$ cat config.mk
export PLATFORM = sky130hd
export DESIGN_NAME = esc_top
export DESIGN_NICKNAME = d
export VERILOG_FILES = /design/src/esc_fifo_mem.v /design/src/esc_chan.v /design/src/esc_top.v
export VERILOG_INCLUDE_DIRS = /design/src /design/src/include
export SDC_FILE = /design/constraint.sdc
export NUM_CORES = 2
export LEC_CHECK = 0
export BUFFER_PORTS_ARGS = -buffer_cell sky130_fd_sc_hd__buf_4
export CORE_MARGIN = 3
export CORE_UTILIZATION = 24
export DETAILED_ROUTE_END_ITERATION = 10
export GPL_TIMING_DRIVEN = 0
export MAX_ROUTING_LAYER = met4
export PLACE_DENSITY = 0.44
export REMOVE_ABC_BUFFERS = 1
export SYNTH_ARGS = -nofsm -noshare
export SYNTH_HDL_FRONTEND = slang
export SYNTH_SLANG_ARGS = --single-unit
export TNS_END_PERCENT = 50
$ cat constraint.sdc
create_clock -name mclk -period 17.4 [get_ports mclk]
set_input_delay 0.87 -clock mclk [delete_from_list [all_inputs] [get_ports mclk]]
set_output_delay 0.87 -clock mclk [all_outputs]
set_load 0.05 [all_outputs]
$ cat src/include/esc_defines.vh
`ifndef ESC_DEFINES_VH
`define ESC_DEFINES_VH
// Clock rates and derived timing.
`define ESC_CLK_MHZ 100
`define ESC_BASE_MHZ 4
`define ESC_BASE_DIV (`ESC_CLK_MHZ / `ESC_BASE_MHZ)
`define ESC_MS_US 1000
`define ESC_MS_CYCLES (`ESC_MS_US * `ESC_CLK_MHZ)
`define ESC_DIV_MAX 3'h5
// Angle counter.
`define ESC_ANGLE_TICKS 1440
`define ESC_ANGLE_LAST 11'h59F
// Record fifo.
`define ESC_FIFO_DEPTH 16
`define ESC_FIFO_AW 4
`define ESC_REC_W 59
// Register offsets.
`define ESC_A_CTRL 12'h000
`define ESC_A_STAT 12'h004
`define ESC_A_POP 12'h008
`define ESC_A_HLVL 12'h00C
`define ESC_A_HTIME 12'h010
`define ESC_A_HANG 12'h014
`define ESC_A_TOPER 12'h018
`define ESC_A_TOANG 12'h01C
`define ESC_A_SEGWIN 12'h020
`define ESC_A_CHPOL 12'h024
`define ESC_A_CHSEG 12'h028
`define ESC_A_CHCHK 12'h02C
`define ESC_A_CHLVL 12'h030
`define ESC_A_TOVAL 12'h034
`define ESC_A_TOFLG 12'h038
`define ESC_A_TIME 12'h03C
`define ESC_A_ANGLE 12'h040
`define ESC_A_KNOCK0 12'h050
`define ESC_A_MEAS0 12'h080
// Field positions.
`define ESC_F_DIV 2:0
`define ESC_F_THRLO 4:3
`define ESC_F_THRHI 6:5
`define ESC_F_WLO 10:0
`define ESC_F_WHI 26:16
`define ESC_F_KPOL 31
`define ESC_F_OVF 7
// Reset values.
`define ESC_RST_TOPER 16'h000A
`define ESC_RST_WLO 11'h7FF
`define ESC_RST_WHI 11'h000
`define ESC_RST_TOVAL 16'h0000
`endif

$ cat src/esc_fifo_mem.v
`timescale 1ns/1ns
`default_nettype none
`include "esc_defines.vh"

module esc_fifo_mem (
    input wire mclk,
    input wire wr_en,
    input wire [`ESC_FIFO_AW-1:0] wr_addr,
    input wire [`ESC_REC_W-1:0] wr_data,
    input wire [`ESC_FIFO_AW-1:0] rd_addr,
    output wire [`ESC_REC_W-1:0] rd_data
);

reg [`ESC_REC_W-1:0] mem [0:`ESC_FIFO_DEPTH-1];
reg [`ESC_REC_W-1:0] rd_ff;

// Write port and registered read port.
always @(posedge mclk) begin
    if (wr_en) begin
        mem[wr_addr] <= wr_data;
    end
    rd_ff <= mem[rd_addr];
end

assign rd_data = rd_ff;

endmodule // esc_fifo_mem
`default_nettype wire

$ cat src/esc_chan.v
`timescale 1ns/1ns
`default_nettype none
`include "esc_defines.vh"

module esc_chan (
    input wire mclk,
    input wire sys_rst,
    input wire smp_stb,
    input wire lvl,
    input wire edge_det,
    input wire in_win,
    input wire seg_en,
    input wire hi_mode,
    input wire lvl_dep,
    input wire [15:0] to_value,
    input wire en_t,
    input wire en_a,
    input wire chk_t,
    input wire chk_a,
    output wire [15:0] meas,
    output wire to_pulse
);

reg [15:0] meas_ff;
reg [15:0] width_ff;
reg seen_t_ff;
reg seen_a_ff;
wire act;
wire act_new;
wire edge_ok;
wire to_now;

assign act = hi_mode ? lvl : ~lvl;
assign act_new = hi_mode ? ~lvl : lvl;
assign edge_ok = edge_det & (~seg_en | in_win);
assign to_now = (chk_t & en_t & ~seen_t_ff) | (chk_a & en_a & ~seen_a_ff);

always @(posedge mclk) begin
    if (sys_rst) begin
        meas_ff <= 16'h0000;
        width_ff <= 16'h0000;
        seen_t_ff <= 1'b0;
        seen_a_ff <= 1'b0;
    end else begin
        // An edge in the check cycle survives into the next interval.
        seen_t_ff <= edge_det | (seen_t_ff & ~chk_t);
        seen_a_ff <= edge_det | (seen_a_ff & ~chk_a);
        if (edge_ok & act_new) begin
            width_ff <= 16'h0000;
        end else if (smp_stb & act & (width_ff != 16'hFFFF)) begin
            width_ff <= width_ff + 16'h0001;
        end
        if (to_now) begin
            if (lvl_dep) begin
                meas_ff <= act ? 16'hFFFF : 16'h0000;
            end else begin
                meas_ff <= to_value;
            end
        end else if (edge_ok & ~act_new) begin
            meas_ff <= width_ff;
        end
    end
end

assign meas = meas_ff;
assign to_pulse = to_now;

endmodule // esc_chan
`default_nettype wire

$ cat src/esc_top.v
// Operation
// - Two threshold selects, one for channels 0-7, one for 8-15, four options.
// - All sixteen levels sampled each sample tick and compared with previous.
// - Any change latches the sixteen levels of that same sample.
// - Each record carries the time counter and the angle counter.
// - Records go into a fifo read by software in arrival order.
// - High is inactive in low-time mode, low inactive in high-time mode.
// - Falling edge opens a low pulse, rising edge opens a high pulse.
// - Rising edge closes a low pulse, falling edge closes a high pulse.
// - Segmented evaluation only inside the lower and upper angle window limits.
// - Sixteen measurement channels, each bound to its own input.
// - Each channel has its own evaluation, timeout and segmenting settings.
// - A measurement changes only on edges or on a timeout.
// - At each check, a channel without edges since last check times out.
// - Timeout replaces the value by a fixed value or a level-derived one.
// - Level-dependent timeout reports 0.0 or 1.0 from the present level.
// - Checks run every set milliseconds or once per cycle at an angle.
// - Combined mode runs both checks; either failing declares a timeout.
// - Four knock enables asserted only while angle is inside their window.
// - Each knock enable has a selectable active polarity.
// - Angle counter steps once per tick, 1440 ticks per cycle.
// - Sampling runs from a 4 MHz tick, divisible by 1, 2, 4, 8, 16 or 32.
// - Active means low in low-time mode, high in high-time mode.
`timescale 1ns/1ns
`default_nettype none
`include "esc_defines.vh"

module esc_top #(
    parameter integer MS_CYCLES = `ESC_MS_CYCLES
) (
    input wire mclk,
    input wire sys_rst,
    input wire psel,
    input wire penable,
    input wire pwrite,
    input wire [11:0] paddr,
    input wire [31:0] pwdata,
    output wire [31:0] prdata,
    output wire pready,
    output wire pslverr,
    input wire [15:0] chan_in,
    input wire angle_tick,
    output wire [1:0] thr_sel_lo,
    output wire [1:0] thr_sel_hi,
    output wire [3:0] knock_en
);

localparam integer BASE_LAST_I = `ESC_BASE_DIV - 1;
localparam integer MS_LAST_I = MS_CYCLES - 1;
localparam integer FIFO_DEPTH_I = `ESC_FIFO_DEPTH;
localparam [4:0] BASE_LAST = BASE_LAST_I[4:0];
localparam [16:0] MS_LAST = MS_LAST_I[16:0];
localparam [4:0] FIFO_FULL = FIFO_DEPTH_I[4:0];

////////////////////////////////////////////////////////////////////////////////

// Window test shared by the knock outputs and the channel segments.
function win_in;
    input [10:0] ang;
    input [10:0] lo;
    input [10:0] hi;
    begin
        win_in = (ang >= lo) && (ang <= hi);
    end
endfunction

// Mask of divided base ticks that are skipped.
function [4:0] div_mask;
    input [2:0] sel;
    begin
        case (sel)
            3'h0: div_mask = 5'h00;
            3'h1: div_mask = 5'h01;
            3'h2: div_mask = 5'h03;
            3'h3: div_mask = 5'h07;
            3'h4: div_mask = 5'h0F;
            default: div_mask = 5'h1F;
        endcase
    end
endfunction

////////////////////////////////////////////////////////////////////////////////

reg [2:0] div_sel_ff;
reg [1:0] thr_lo_ff;
reg [1:0] thr_hi_ff;
reg [15:0] to_per_ff;
reg [10:0] to_ang_ff;
reg [10:0] seg_lo_ff;
reg [10:0] seg_hi_ff;
reg [15:0] ch_pol_ff;
reg [15:0] ch_seg_ff;
reg [15:0] ch_ent_ff;
reg [15:0] ch_ena_ff;
reg [15:0] ch_lvl_ff;
reg [15:0] to_val_ff;
reg [15:0] to_flg_ff;
reg ovf_ff;
reg [10:0] klo_ff [0:3];
reg [10:0] khi_ff [0:3];
reg [3:0] kpol_ff;
reg [3:0] knock_ff;
reg [31:0] rdata_ff;
reg slverr_ff;
reg [31:0] rd_mux;
reg rd_hit;
integer k;
integer kw;
integer kr;

wire wr_acc;
wire setup;
assign setup = psel & ~penable;
assign wr_acc = psel & penable & pwrite;
assign pready = 1'b1;
assign prdata = rdata_ff;
assign pslverr = slverr_ff;

////////////////////////////////////////////////////////////////////////////////

// Input synchroniser and sample timing.
reg [15:0] sync1_ff;
reg [15:0] sync2_ff;
reg [15:0] cur_ff;
reg tick1_ff;
reg tick2_ff;
reg tick3_ff;
reg [4:0] base_cnt_ff;
reg [4:0] div_cnt_ff;
reg [31:0] time_ff;
reg [10:0] angle_ff;
reg [10:0] nxt_angle;
wire base_tick;
wire smp_stb;
wire ang_step;
wire [15:0] chg;
wire push_req;

assign base_tick = (base_cnt_ff == BASE_LAST);
assign smp_stb = base_tick & ((div_cnt_ff & div_mask(div_sel_ff)) == 5'h00);
assign ang_step = tick2_ff & ~tick3_ff;
assign chg = sync2_ff ^ cur_ff;
assign push_req = smp_stb & (chg != 16'h0000);

always @* begin
    nxt_angle = angle_ff;
    if (ang_step) begin
        if (angle_ff == `ESC_ANGLE_LAST) begin
            nxt_angle = 11'h000;
        end else begin
            nxt_angle = angle_ff + 11'h001;
        end
    end
end

always @(posedge mclk) begin
    sync1_ff <= chan_in;
    sync2_ff <= sync1_ff;
    tick1_ff <= angle_tick;
    tick2_ff <= tick1_ff;
    if (sys_rst) begin
        cur_ff <= 16'h0000;
        tick3_ff <= 1'b0;
        base_cnt_ff <= 5'h00;
        div_cnt_ff <= 5'h00;
        time_ff <= 32'h00000000;
        angle_ff <= 11'h000;
    end else begin
        tick3_ff <= tick2_ff;
        base_cnt_ff <= base_tick ? 5'h00 : base_cnt_ff + 5'h01;
        if (base_tick) begin
            div_cnt_ff <= div_cnt_ff + 5'h01;
            time_ff <= time_ff + 32'h00000001;
        end
        if (smp_stb) begin
            cur_ff <= sync2_ff;
        end
        angle_ff <= nxt_angle;
    end
end

////////////////////////////////////////////////////////////////////////////////

// Record fifo: levels, time stamp and angle stamp.
reg [4:0] wr_ptr_ff;
reg [4:0] rd_ptr_ff;
wire [4:0] count;
wire fifo_full;
wire fifo_empty;
wire push;
wire pop;
wire [4:0] nxt_rd_ptr;
wire [`ESC_REC_W-1:0] rec_in;
wire [`ESC_REC_W-1:0] rec_out;

assign count = wr_ptr_ff - rd_ptr_ff;
assign fifo_full = (count == FIFO_FULL);
assign fifo_empty = (count == 5'h00);
assign push = push_req & ~fifo_full;
assign pop = wr_acc & (paddr == `ESC_A_POP) & ~fifo_empty;
assign nxt_rd_ptr = pop ? rd_ptr_ff + 5'h01 : rd_ptr_ff;
assign rec_in = {angle_ff, time_ff, sync2_ff};

always @(posedge mclk) begin
    if (sys_rst) begin
        wr_ptr_ff <= 5'h00;
        rd_ptr_ff <= 5'h00;
    end else begin
        if (push) begin
            wr_ptr_ff <= wr_ptr_ff + 5'h01;
        end
        rd_ptr_ff <= nxt_rd_ptr;
    end
end

esc_fifo_mem u_mem (
    .mclk(mclk),
    .wr_en(push),
    .wr_addr(wr_ptr_ff[3:0]),
    .wr_data(rec_in),
    .rd_addr(nxt_rd_ptr[3:0]),
    .rd_data(rec_out)
);

////////////////////////////////////////////////////////////////////////////////

// Timeout check points in time and in angle.
reg [16:0] ms_cnt_ff;
reg [15:0] per_cnt_ff;
wire ms_tick;
wire chk_t;
wire chk_a;
wire seg_in;
wire [255:0] meas_bus;
wire [15:0] to_pulse;

assign ms_tick = (ms_cnt_ff == MS_LAST);
assign chk_t = ms_tick & (to_per_ff != 16'h0000) & (per_cnt_ff >= to_per_ff - 16'h0001);
assign chk_a = ang_step & (nxt_angle == to_ang_ff);
assign seg_in = win_in(angle_ff, seg_lo_ff, seg_hi_ff);

always @(posedge mclk) begin
    if (sys_rst) begin
        ms_cnt_ff <= 17'h00000;
        per_cnt_ff <= 16'h0000;
    end else begin
        ms_cnt_ff <= ms_tick ? 17'h00000 : ms_cnt_ff + 17'h00001;
        if (chk_t) begin
            per_cnt_ff <= 16'h0000;
        end else if (ms_tick) begin
            per_cnt_ff <= per_cnt_ff + 16'h0001;
        end
    end
end

genvar gi;
generate
    for (gi = 0; gi < 16; gi = gi + 1) begin : g_ch
        esc_chan u_ch (
            .mclk(mclk),
            .sys_rst(sys_rst),
            .smp_stb(smp_stb),
            .lvl(cur_ff[gi]),
            .edge_det(smp_stb & chg[gi]),
            .in_win(seg_in),
            .seg_en(ch_seg_ff[gi]),
            .hi_mode(ch_pol_ff[gi]),
            .lvl_dep(ch_lvl_ff[gi]),
            .to_value(to_val_ff),
            .en_t(ch_ent_ff[gi]),
            .en_a(ch_ena_ff[gi]),
            .chk_t(chk_t),
            .chk_a(chk_a),
            .meas(meas_bus[16*gi +: 16]),
            .to_pulse(to_pulse[gi])
        );
    end
endgenerate

////////////////////////////////////////////////////////////////////////////////

// Knock enable outputs.
always @(posedge mclk) begin
    if (sys_rst) begin
        knock_ff <= 4'h0;
    end else begin
        for (k = 0; k < 4; k = k + 1) begin
            knock_ff[k] <= win_in(angle_ff, klo_ff[k], khi_ff[k]) ? kpol_ff[k] : ~kpol_ff[k];
        end
    end
end

assign knock_en = knock_ff;
assign thr_sel_lo = thr_lo_ff;
assign thr_sel_hi = thr_hi_ff;

////////////////////////////////////////////////////////////////////////////////

// Register writes.
always @(posedge mclk) begin
    if (sys_rst) begin
        div_sel_ff <= 3'h0;
        thr_lo_ff <= 2'h0;
        thr_hi_ff <= 2'h0;
        to_per_ff <= `ESC_RST_TOPER;
        to_ang_ff <= 11'h000;
        seg_lo_ff <= 11'h000;
        seg_hi_ff <= `ESC_ANGLE_LAST;
        ch_pol_ff <= 16'h0000;
        ch_seg_ff <= 16'h0000;
        ch_ent_ff <= 16'h0000;
        ch_ena_ff <= 16'h0000;
        ch_lvl_ff <= 16'h0000;
        to_val_ff <= `ESC_RST_TOVAL;
        to_flg_ff <= 16'h0000;
        ovf_ff <= 1'b0;
        kpol_ff <= 4'hF;
        for (kw = 0; kw < 4; kw = kw + 1) begin
            klo_ff[kw] <= `ESC_RST_WLO;
            khi_ff[kw] <= `ESC_RST_WHI;
        end
    end else begin
        if (wr_acc) begin
            case (paddr)
                `ESC_A_CTRL: begin
                    div_sel_ff <= (pwdata[`ESC_F_DIV] > `ESC_DIV_MAX) ? `ESC_DIV_MAX : pwdata[`ESC_F_DIV];
                    thr_lo_ff <= pwdata[`ESC_F_THRLO];
                    thr_hi_ff <= pwdata[`ESC_F_THRHI];
                end
                `ESC_A_TOPER: to_per_ff <= pwdata[15:0];
                `ESC_A_TOANG: to_ang_ff <= pwdata[`ESC_F_WLO];
                `ESC_A_SEGWIN: begin
                    seg_lo_ff <= pwdata[`ESC_F_WLO];
                    seg_hi_ff <= pwdata[`ESC_F_WHI];
                end
                `ESC_A_CHPOL: ch_pol_ff <= pwdata[15:0];
                `ESC_A_CHSEG: ch_seg_ff <= pwdata[15:0];
                `ESC_A_CHCHK: begin
                    ch_ent_ff <= pwdata[15:0];
                    ch_ena_ff <= pwdata[31:16];
                end
                `ESC_A_CHLVL: ch_lvl_ff <= pwdata[15:0];
                `ESC_A_TOVAL: to_val_ff <= pwdata[15:0];
                default: begin
                    for (kw = 0; kw < 4; kw = kw + 1) begin
                        if (paddr == `ESC_A_KNOCK0 + 4 * kw) begin
                            klo_ff[kw] <= pwdata[`ESC_F_WLO];
                            khi_ff[kw] <= pwdata[`ESC_F_WHI];
                            kpol_ff[kw] <= pwdata[`ESC_F_KPOL];
                        end
                    end
                end
            endcase
        end
        // A new event wins over a clear in the same cycle.
        if (push_req & fifo_full) begin
            ovf_ff <= 1'b1;
        end else if (wr_acc & (paddr == `ESC_A_STAT) & pwdata[`ESC_F_OVF]) begin
            ovf_ff <= 1'b0;
        end
        if (wr_acc & (paddr == `ESC_A_TOFLG)) begin
            to_flg_ff <= (to_flg_ff & ~pwdata[15:0]) | to_pulse;
        end else begin
            to_flg_ff <= to_flg_ff | to_pulse;
        end
    end
end

////////////////////////////////////////////////////////////////////////////////

// Register reads, captured in the setup cycle.
always @* begin
    rd_mux = 32'h00000000;
    rd_hit = 1'b1;
    kr = 0;
    case (paddr)
        `ESC_A_CTRL: rd_mux = {25'h0000000, thr_hi_ff, thr_lo_ff, div_sel_ff};
        `ESC_A_STAT: rd_mux = {24'h000000, ovf_ff, fifo_full, fifo_empty, count};
        `ESC_A_POP: rd_mux = 32'h00000000;
        `ESC_A_HLVL: rd_mux = {16'h0000, rec_out[15:0]};
        `ESC_A_HTIME: rd_mux = rec_out[47:16];
        `ESC_A_HANG: rd_mux = {21'h000000, rec_out[58:48]};
        `ESC_A_TOPER: rd_mux = {16'h0000, to_per_ff};
        `ESC_A_TOANG: rd_mux = {21'h000000, to_ang_ff};
        `ESC_A_SEGWIN: rd_mux = {5'h00, seg_hi_ff, 5'h00, seg_lo_ff};
        `ESC_A_CHPOL: rd_mux = {16'h0000, ch_pol_ff};
        `ESC_A_CHSEG: rd_mux = {16'h0000, ch_seg_ff};
        `ESC_A_CHCHK: rd_mux = {ch_ena_ff, ch_ent_ff};
        `ESC_A_CHLVL: rd_mux = {16'h0000, ch_lvl_ff};
        `ESC_A_TOVAL: rd_mux = {16'h0000, to_val_ff};
        `ESC_A_TOFLG: rd_mux = {16'h0000, to_flg_ff};
        `ESC_A_TIME: rd_mux = time_ff;
        `ESC_A_ANGLE: rd_mux = {21'h000000, angle_ff};
        default: begin
            rd_hit = 1'b0;
            for (kr = 0; kr < 4; kr = kr + 1) begin
                if (paddr == `ESC_A_KNOCK0 + 4 * kr) begin
                    rd_mux = {kpol_ff[kr], 4'h0, khi_ff[kr], 5'h00, klo_ff[kr]};
                    rd_hit = 1'b1;
                end
            end
            if ((paddr[11:6] == 6'h02) && (paddr[1:0] == 2'h0)) begin
                rd_mux = {16'h0000, meas_bus[16*paddr[5:2] +: 16]};
                rd_hit = 1'b1;
            end
        end
    endcase
end

always @(posedge mclk) begin
    if (sys_rst) begin
        rdata_ff <= 32'h00000000;
        slverr_ff <= 1'b0;
    end else if (setup) begin
        rdata_ff <= pwrite ? 32'h00000000 : rd_mux;
        slverr_ff <= ~rd_hit;
    end
end

endmodule // esc_top
`default_nettype wire

# Word level (Yosys, flattened, before mapping)
# Memory sizes are Yosys's and may differ from the RTL's. A register that Yosys moved wholly into a read port is not among the register bits.
# Cells that the tools add are included.
# word_totals
register_bits	901
latchBits	0
ramBits	1032
rom_bits	0
inputBits	66
output_inout_bits	42
wordCells	783
memories	3
# classes
addsub	26
multipliers	0
div	0
magnitude_cmp	12
eq_ne	46
n_shift	1
mux	152
n_bitwise	378
n_reduce_logical	64
# mem_list
name	depth	word_bits	read_ports	rd_ports_with_merged_regs	wr	line_no	source
u_mem.mem	16	59	1	1	1	esc_fifo_mem.v:14	reg [`ESC_REC_W-1:0] mem [0:`ESC_FIFO_DEPTH-1];
khi_ff	4	11	4	0	4	esc_top.v:100	reg [10:0] khi_ff [0:3];
klo_ff	4	11	4	0	4	esc_top.v:99	reg [10:0] klo_ff [0:3];
# op_table
op	count
2-to-1 mux 16 bit	65
case mux 32 bit (17 select lines)	1
adder 16 x 1 -> 16 bit, second input constant	17
inequality test 16 bit, second input constant	16
variable part select 256 x 9 -> 16 bit	1
bitwise AND 1 bit	208
2-to-1 mux 32 bit	6
2-to-1 mux 11 bit	10
equality test 12 x 6 -> 1 bit, second input constant	8
NOT 1 bit	92
OR 1 bit	72
2-to-1 mux 1 bit	67
equality test 12 x 7 -> 1 bit, second input constant	5
>= comparator 11 bit	5
less-or-equal comparator 11 bit	5
equality test 12 x 5 -> 1 bit, second input constant	4
OR reduction 2 bit	19
nonzero test 2 bit	17
adder 32 x 1 -> 32 bit, second input constant	1
OR 16 bit	2
nonzero test 16 bit	2
case mux 5 bit (5 select lines)	1
equality test 12 x 4 -> 1 bit, second input constant	2
adder 5 x 1 -> 5 bit, second input constant	4
other kinds (30)	49

# Depth between registers and ports, before layout
# logic_depth
ltp_word	10
ltp_mapped	18
mapped_depth_nobuf	16

# Hierarchy
# A second synthesis with hierarchy kept.
# unflattened
cells_unflattened	7216
area_unflattened_um2	89226.8
# by_module_without_submodules
module	instances	cells_each	area_per_inst_um2	seq_area_each_um2
esc_fifo_mem	1	1522	36455.0	29528.3
esc_chan	16	188	1749.2	680.7
esc_top	1	2686	24785.0	9789.4

# Worst setup path after synthesis
# OpenSTA, ideal clock, no wires.
# synth_path
kind	flip-flop to flip-flop
from	register base_cnt_ff[0]
to	memory u_mem.mem[3][0] in the netlist's numbering, enable pin
setup_ns	0.549
t_arrival_ns	6.441
required_ns	16.851
path_slack_ns	10.410
stages_incl_launch_ff	13
n_path_buf	4
period_less_slack_ns	6.990
cell_sequence	dfxtp_1 inv_1 ha_1 and4b_1 clkbuf_1 or3b_2 clkbuf_1 clkbuf_1 a31oi_1 nor2b_1 clkbuf_1 nand2_1 nor3_1
# synth_between
elab_chain_cells	6
# synth_rtl
item	line_no	source
start, declared	esc_top.v:128	reg [4:0] base_cnt_ff;
start signal, assigned	esc_top.v:170	base_cnt_ff <= base_tick ? 5'h00 : base_cnt_ff + 5'h01;
equality test 5 bit	esc_top.v:139	assign base_tick = (base_cnt_ff == BASE_LAST);
bitwise AND 1 bit	esc_top.v:140	assign smp_stb = base_tick & ((div_cnt_ff & div_mask(div_sel_ff)) == 5'h00);
bitwise AND 1 bit	esc_top.v:143	assign push_req = smp_stb & (chg != 16'h0000);
bitwise AND 1 bit	esc_top.v:199	assign push = push_req & ~fifo_full;
2-to-1 mux 1 bit	esc_fifo_mem.v:19	if (wr_en) begin
2-to-1 mux 1 bit (not written as such)	esc_fifo_mem.v:20	mem[wr_addr] <= wr_data;
end, declared	esc_fifo_mem.v:14	
# No other way between the ends.

# Final worst setup path
# layout_path
from	register angle_ff[1]
to	register g_ch[10].u_ch.meas_ff[12]
# layout_between
elab_chain_cells	9
elab_cells_between_ends	17
cone_classes	add/sub: 1; order compare: 2; eq/ne: 2; mux: 3; bitwise: 7; reduce/logical: 2
# layout_rtl
item	line_no	source
start, declared	esc_top.v:131	reg [10:0] angle_ff;
start signal, assigned	esc_top.v:178	angle_ff <= nxt_angle;
adder 11 x 1 -> 11 bit / equality test 11 bit (equally long branches)	-	
2-to-1 mux 11 bit	esc_top.v:148	if (angle_ff == `ESC_ANGLE_LAST) begin
2-to-1 mux 11 bit	esc_top.v:147	if (ang_step) begin
equality test 11 bit	esc_top.v:239	assign chk_a = ang_step & (nxt_angle == to_ang_ff);
bitwise AND 1 bit	esc_top.v:239	
bitwise AND 1 bit (2 in series)	esc_chan.v:36	assign to_now = (chk_t & en_t & ~seen_t_ff) | (chk_a & en_a & ~seen_a_ff);
OR 1 bit	esc_chan.v:36	
2-to-1 mux 16 bit / nonzero test 2 bit (equally long branches)	-	
end signal, assigned	esc_chan.v:55	meas_ff <= act ? 16'hFFFF : 16'h0000;
end signal, assigned	esc_chan.v:57	meas_ff <= to_value;
end signal, assigned	esc_chan.v:60	meas_ff <= width_ff;
end, declared	esc_chan.v:24	reg [15:0] meas_ff;
# Parallel ways exist; a longest one is shown, timed or not.
# A chain may end at the register's enable or synchronous reset.

==> metrics.sh <==
TIMING.CRITICAL_PATH.SLOWEST_STAGE_CELL='sky130_fd_sc_hd__o32ai_4'
CTS_ROOT_BUFFER='sky130_fd_sc_hd__clkbuf_16'
GLOBAL_ROUTE.OVERFLOW_TOTAL=0
PIN_COUNT=108
WORSTPATHMAXFANOUT=30
TIGHTESTPINTRANSITION_PS=1550
FINALCLOCKSKEW_PS=125
FMAX_MHz=165
GROUTE.LAYER.MET2.USAGE_PCT=27.2
GRT_ANTENNA_BEFORE_REPAIR=28
TIMING.FINAL.CRIT_SHARE_PCT=34.8
VIAS_PER_CELL=4.99
POST-PLACE-WS_PS=11020
DETAILEDROUTE.FIRSTPASSITERATIONCOUNT=8
DRC_ERRORS=0
CRITICAL_PATH.ENDPOINT_TYPE='register'
DESIGN_INTERNAL_POWER_W=0.00770
CTS-ROOT-TO-SINK-BUFFERS=4
INSERTION_DELAY_PS=930
MAXSLEWVIOLCOUNT=19
CELL_BY_CELL_TRACE_OF_THE_CRITICAL_PATH='ha_1 -> nand3_1 -> nor4_4 -> mux2i_1 -> o21ai_0 -> nor4_1 -> nand4_2 -> o32ai_4 -> buf_8 -> a211oi_1 -> a211oi_2'
GRT_PASS1_WL_UM=476000
AREAGROWTHSYNTHTOFINISH_PCT=18.7
NUMBER_OF_NETS_IN_THE_LAYOUT=8774
SEQUENTIAL_CELL_AREA_MM2=0.0502
LEAKAGEPOWER_nW=35.4
LAYOUT_UTILIZATION_PCT=28.7
CP_DATA_REQUIRED_TIME_PS=18130
WORST_SETUP_HOLD_PATH_CLK_SLEW_PS=70
WORST_HOLD_PATH_TYPE='input pin to register'
INITIAL_CORE_UTIL_PCT=24.2
SYNTH_SEQUENTIAL_AREA_RATIO_PCT=56.7
GRT_SETUP_UNREPAIRED='no'
GRT_MOST_USED_LAYER='met2'
SYNTH_MOST_COMMON_CELL='sky130_fd_sc_hd__nand2_1'
NUMCLOCKSINKS=1992
DETAILROUTE.VIA_COUNT=67600
NETLIST_AREA_MM2=0.0886
NETSWITCHINGFRACTION_PCT=21.9
VIAS_IN_THE_FIRST_GLOBAL_ROUTE=64300
POWER_SWITCHING_W=0.00216
GLOBALROUTETOTALUTIL_PCT=17.7
POWERDENSITY_mW_PER_MM2=93.8
AVGROUTEDWIREPERCELL_UM=24.7
VIOLATIONS='capacitance limit, slew limit'
TIMING.HOLD.WORST_ENDPOINT='sync1_ff[3]'
SYN_AVG_CELL_AREA_UM2=10.4
RANKING_OF_SYNTHESIZED_CELLS_BY_AREA='sky130_fd_sc_hd__edfxtp_1 (35%), sky130_fd_sc_hd__dfxtp_1 (22%), sky130_fd_sc_hd__nand2_1 (6.9%)'
DETAILEDPLACEMENTHPWL_UM=235000
CRIT-REG2REG-LAUNCH='angle_ff[1]'
GRT_START_MAX_NET_PINS=116
POWER.SHARE.CLOCK_PCT=48.0
GPL.FINAL_WEIGHTED_CONGESTION=0.930
SYNTH_LARGEST_AREA_CELL='sky130_fd_sc_hd__edfxtp_1'
TRITONCTS='yes'
POSTCTSSETUPREPAIRBUFS=0
FINAL_ANTENNA_NET_COUNT=0
CORE_REGION_AREA_MM2=0.367
REPORT.FINAL.HOLD_VIOL_COUNT=0
SYNTH_TOP_CELL_AREA_SHARE_PCT=35.0
DETAILEDROUTE.FIRSTITERATIONVIOLATIONS=6765
FRACTION_OF_FINAL_LAYOUT_CELLS_SIZED_BEYOND_DRIVE_STRENGTH_1_PCT=12.1
GRTUSAGEMET3_PCT=2.73
HOLD_DEPTH=1
WL_UM=335000
SEQUENTIALPOWERSHARE_PCT=50.3
PWR-SHARE-COMB_PCT=1.8
GRT_UTIL_MET1_PCT=23.9
DIE_WIDTH_UM=614
YS_TOP_CELLS_BY_COUNT='sky130_fd_sc_hd__nand2_1 (1633), sky130_fd_sc_hd__edfxtp_1 (1032), sky130_fd_sc_hd__dfxtp_1 (960)'
PORT_BUFFERS=106
STATUS='finished, violations left'
WORST-R2R-SETUP-SLACK_PS=11340
CTS_HOLD_REPAIR.BUFFERS=1
SYNTH_EDF_COUNT=1032
MAX_STAGE_DELAY_ON_CRIT_PATH_PS=1170
MAX_CAP_VIOL_COUNT=1
DIE_Y_UM=614
REG2REG_DEPTH=11
DESIGN.DIE.AREA_MM2=0.377
YS_DOMINANT_REG_CELL='sky130_fd_sc_hd__edfxtp_1'
SYNTH_SEQ_CELLS=1992
POST_CTS_REPAIR_RESIZE_COUNT=0
CTS.HTREE.LEVELS=4
WORST_SLEW_MARGIN_REL_PCT=-3.18
SYNTHESIS.INSTANCES=8547
WORST-ENDPOINT-ARRIVAL_PS=6780
SETUP_TNS_PS=0
STDCELL_AREA_MM2=0.105
FILL_CELL_COUNT=37600
SYNTHDISTINCTLIBCELLS=85
WORSTSETUPPATHTYPE='register to register'
TIMING.FINAL.SETUP_VIOLATIONS=0
YOSYSWARNINGS=0
NUMCTSBUFFERS=226
POST-ROUTE-WORST-SETUP-SLACK_PS=11340
FINALPOWER_W=0.00986
FINAL_CRITICAL_DELAY_INCLUDING_SETUP_AND_EXTERNAL_DELAYS_PS=6060
CP-START-KIND='register'
DPL-INSTANCE-AREA_MM2=0.0979
ROW_COUNT=222
VDD_IR_MAX_uV=84.9
YS_ASYNC_SR_FRACTION_PCT=0
REG2REG_TO='g_ch[10].u_ch.meas[12]'
AREA_OCCUPIED_BY_MULTI_INPUT_GATES_MM2=0.0359
WORSTHOLDSTART='chan_in[3]'
## per-layer routing
layer,share of wire [%],wire length (um),up-vias
li1,-,-,30700
met1,44,149000,33900
met2,45,152000,2464
met3,6.6,22200,471
met4,3.6,12200,0
met5,0,0,-
## cell type report
type	count	area share, %
repair buffers	360	4.75
diodes	8	0.0190
clock buffers	319	6.10
multi-input cells	5781	34.2
inverters	187	0.668
well taps	4816	5.73
flip-flops and latches	1992	47.8
clock inverters	88	0.763
## cells in the final DEF, fill, tap and decap left out, drive strengths merged, types with 21 or more instances in the layout
cell type  synthesis  routed
nand2           1633    1633
edfxtp          1032    1032
dfxtp            960     960
a21oi            716     716
nor2             534     534
a211oi           359     359
buf               84     359
nand3            322     322
clkbuf           503     319
xor2             214     214
nor2b            204     204
inv              187     194
nand4            184     184
ha               159     159
xnor2            144     144
nand2b           132     132
a221oi           124     124
a22oi            112     112
mux2i            103     103
and3              99      99
o21ai             92      92
mux4              80      80
nor4              77      77
nor3              72      72
a31oi             70      70
clkinv             0      62
a22o              57      57
or3               29      29
a21o              25      25
and2              24      24
nand3b            21      21
and4              21      21
## worst max-delay path: cells and delay by family (launching register included)
kind	cells	cell delay (ps)
AOI/OAI and AO/OA	4	1560
muxes	1	300
buffers and inverters	1	290
adders and majority gates	1	390
DFF	1	900
and+or+nand+nor	4	2350
## metrics by stage
step,instances,hold WS [ps]
after global placement,12900,324
after CTS,13500,28.8
final,13600,104
after floorplan,7960,310
after detailed placement,13100,318
after global routing,13500,43.8
## sequential cells by signal, summed over array words and instances, names as in the netlist, 16 cells and up
signal and flops:
klo_ff 44, g_ch.u_ch.seen_t_ff 16, g_ch.u_ch.width_ff 256, prdata 32, to_flg_ff 16, ch_pol_ff 16, g_ch.u_ch.meas 256, ms_cnt_ff 17
time_ff 32, ch_lvl_ff 16, ch_seg_ff 16, ch_ena_ff 16, u_mem.rd_data 59, to_val_ff 16, ch_ent_ff 16, g_ch.u_ch.seen_a_ff 16
per_cnt_ff 16, to_per_ff 16, khi_ff 44, u_mem.mem 944, sync1_ff 16, cur_ff 16, sync2_ff 16
## how the worst max path moves through the flow
| stage | from | to | slack, ps | cells after the start |
|---|---|---|---|---|
| after floorplan | wr_ptr_ff[0] | u_mem.rd_data[0] | -3000 | 12 |
| after CTS | angle_ff[1] | g_ch[12].u_ch.meas[9] | 11420 | 11 |
| after global placement | paddr[9] | u_mem.rd_data[47] | -19730 | 10 |
| final | angle_ff[1] | g_ch[10].u_ch.meas[12] | 11340 | 11 |
| after global routing | angle_ff[0] | g_ch[10].u_ch.meas[13] | 11080 | 11 |
| after detailed placement | paddr[3] | u_mem.rd_data[57] | 11020 | 11 |
## cell families (layout without fill, tap and decap cells)
| group | after synthesis | after routing | share of synthesized area, % |
|---|---|---|---|
| XOR/XNOR | 358 | 358 | 3.54 |
| AO/OA/AOI/OAI | 1674 | 1674 | 13.2 |
| AND/OR/NAND/NOR | 3402 | 3402 | 17.6 |
| adder cells (fa/ha/maj) | 160 | 160 | 2.27 |
| flip-flops | 1992 | 1992 | 56.7 |
| buffers and inverters | 774 | 954 | 3.53 |
| other | 1 | 9 | 0.00423 |
| multiplexers | 186 | 186 | 3.23 |
## power groups by stage
stage	Clock [W]	Combinational, W	Sequential (W)
6_report	0.00473	0.000175	0.00496
5_1_grt	0.00502	0.000185	0.00496
4_1_cts	0.00485	0.000173	0.00496
3_5_place_dp	0	0.000173	0.00506
3_3_place_gp	0	0.000163	0.00506
2_1_floorplan	0	0.0000620	0.00504
Note: power is estimated with default switching activity, not from simulation.
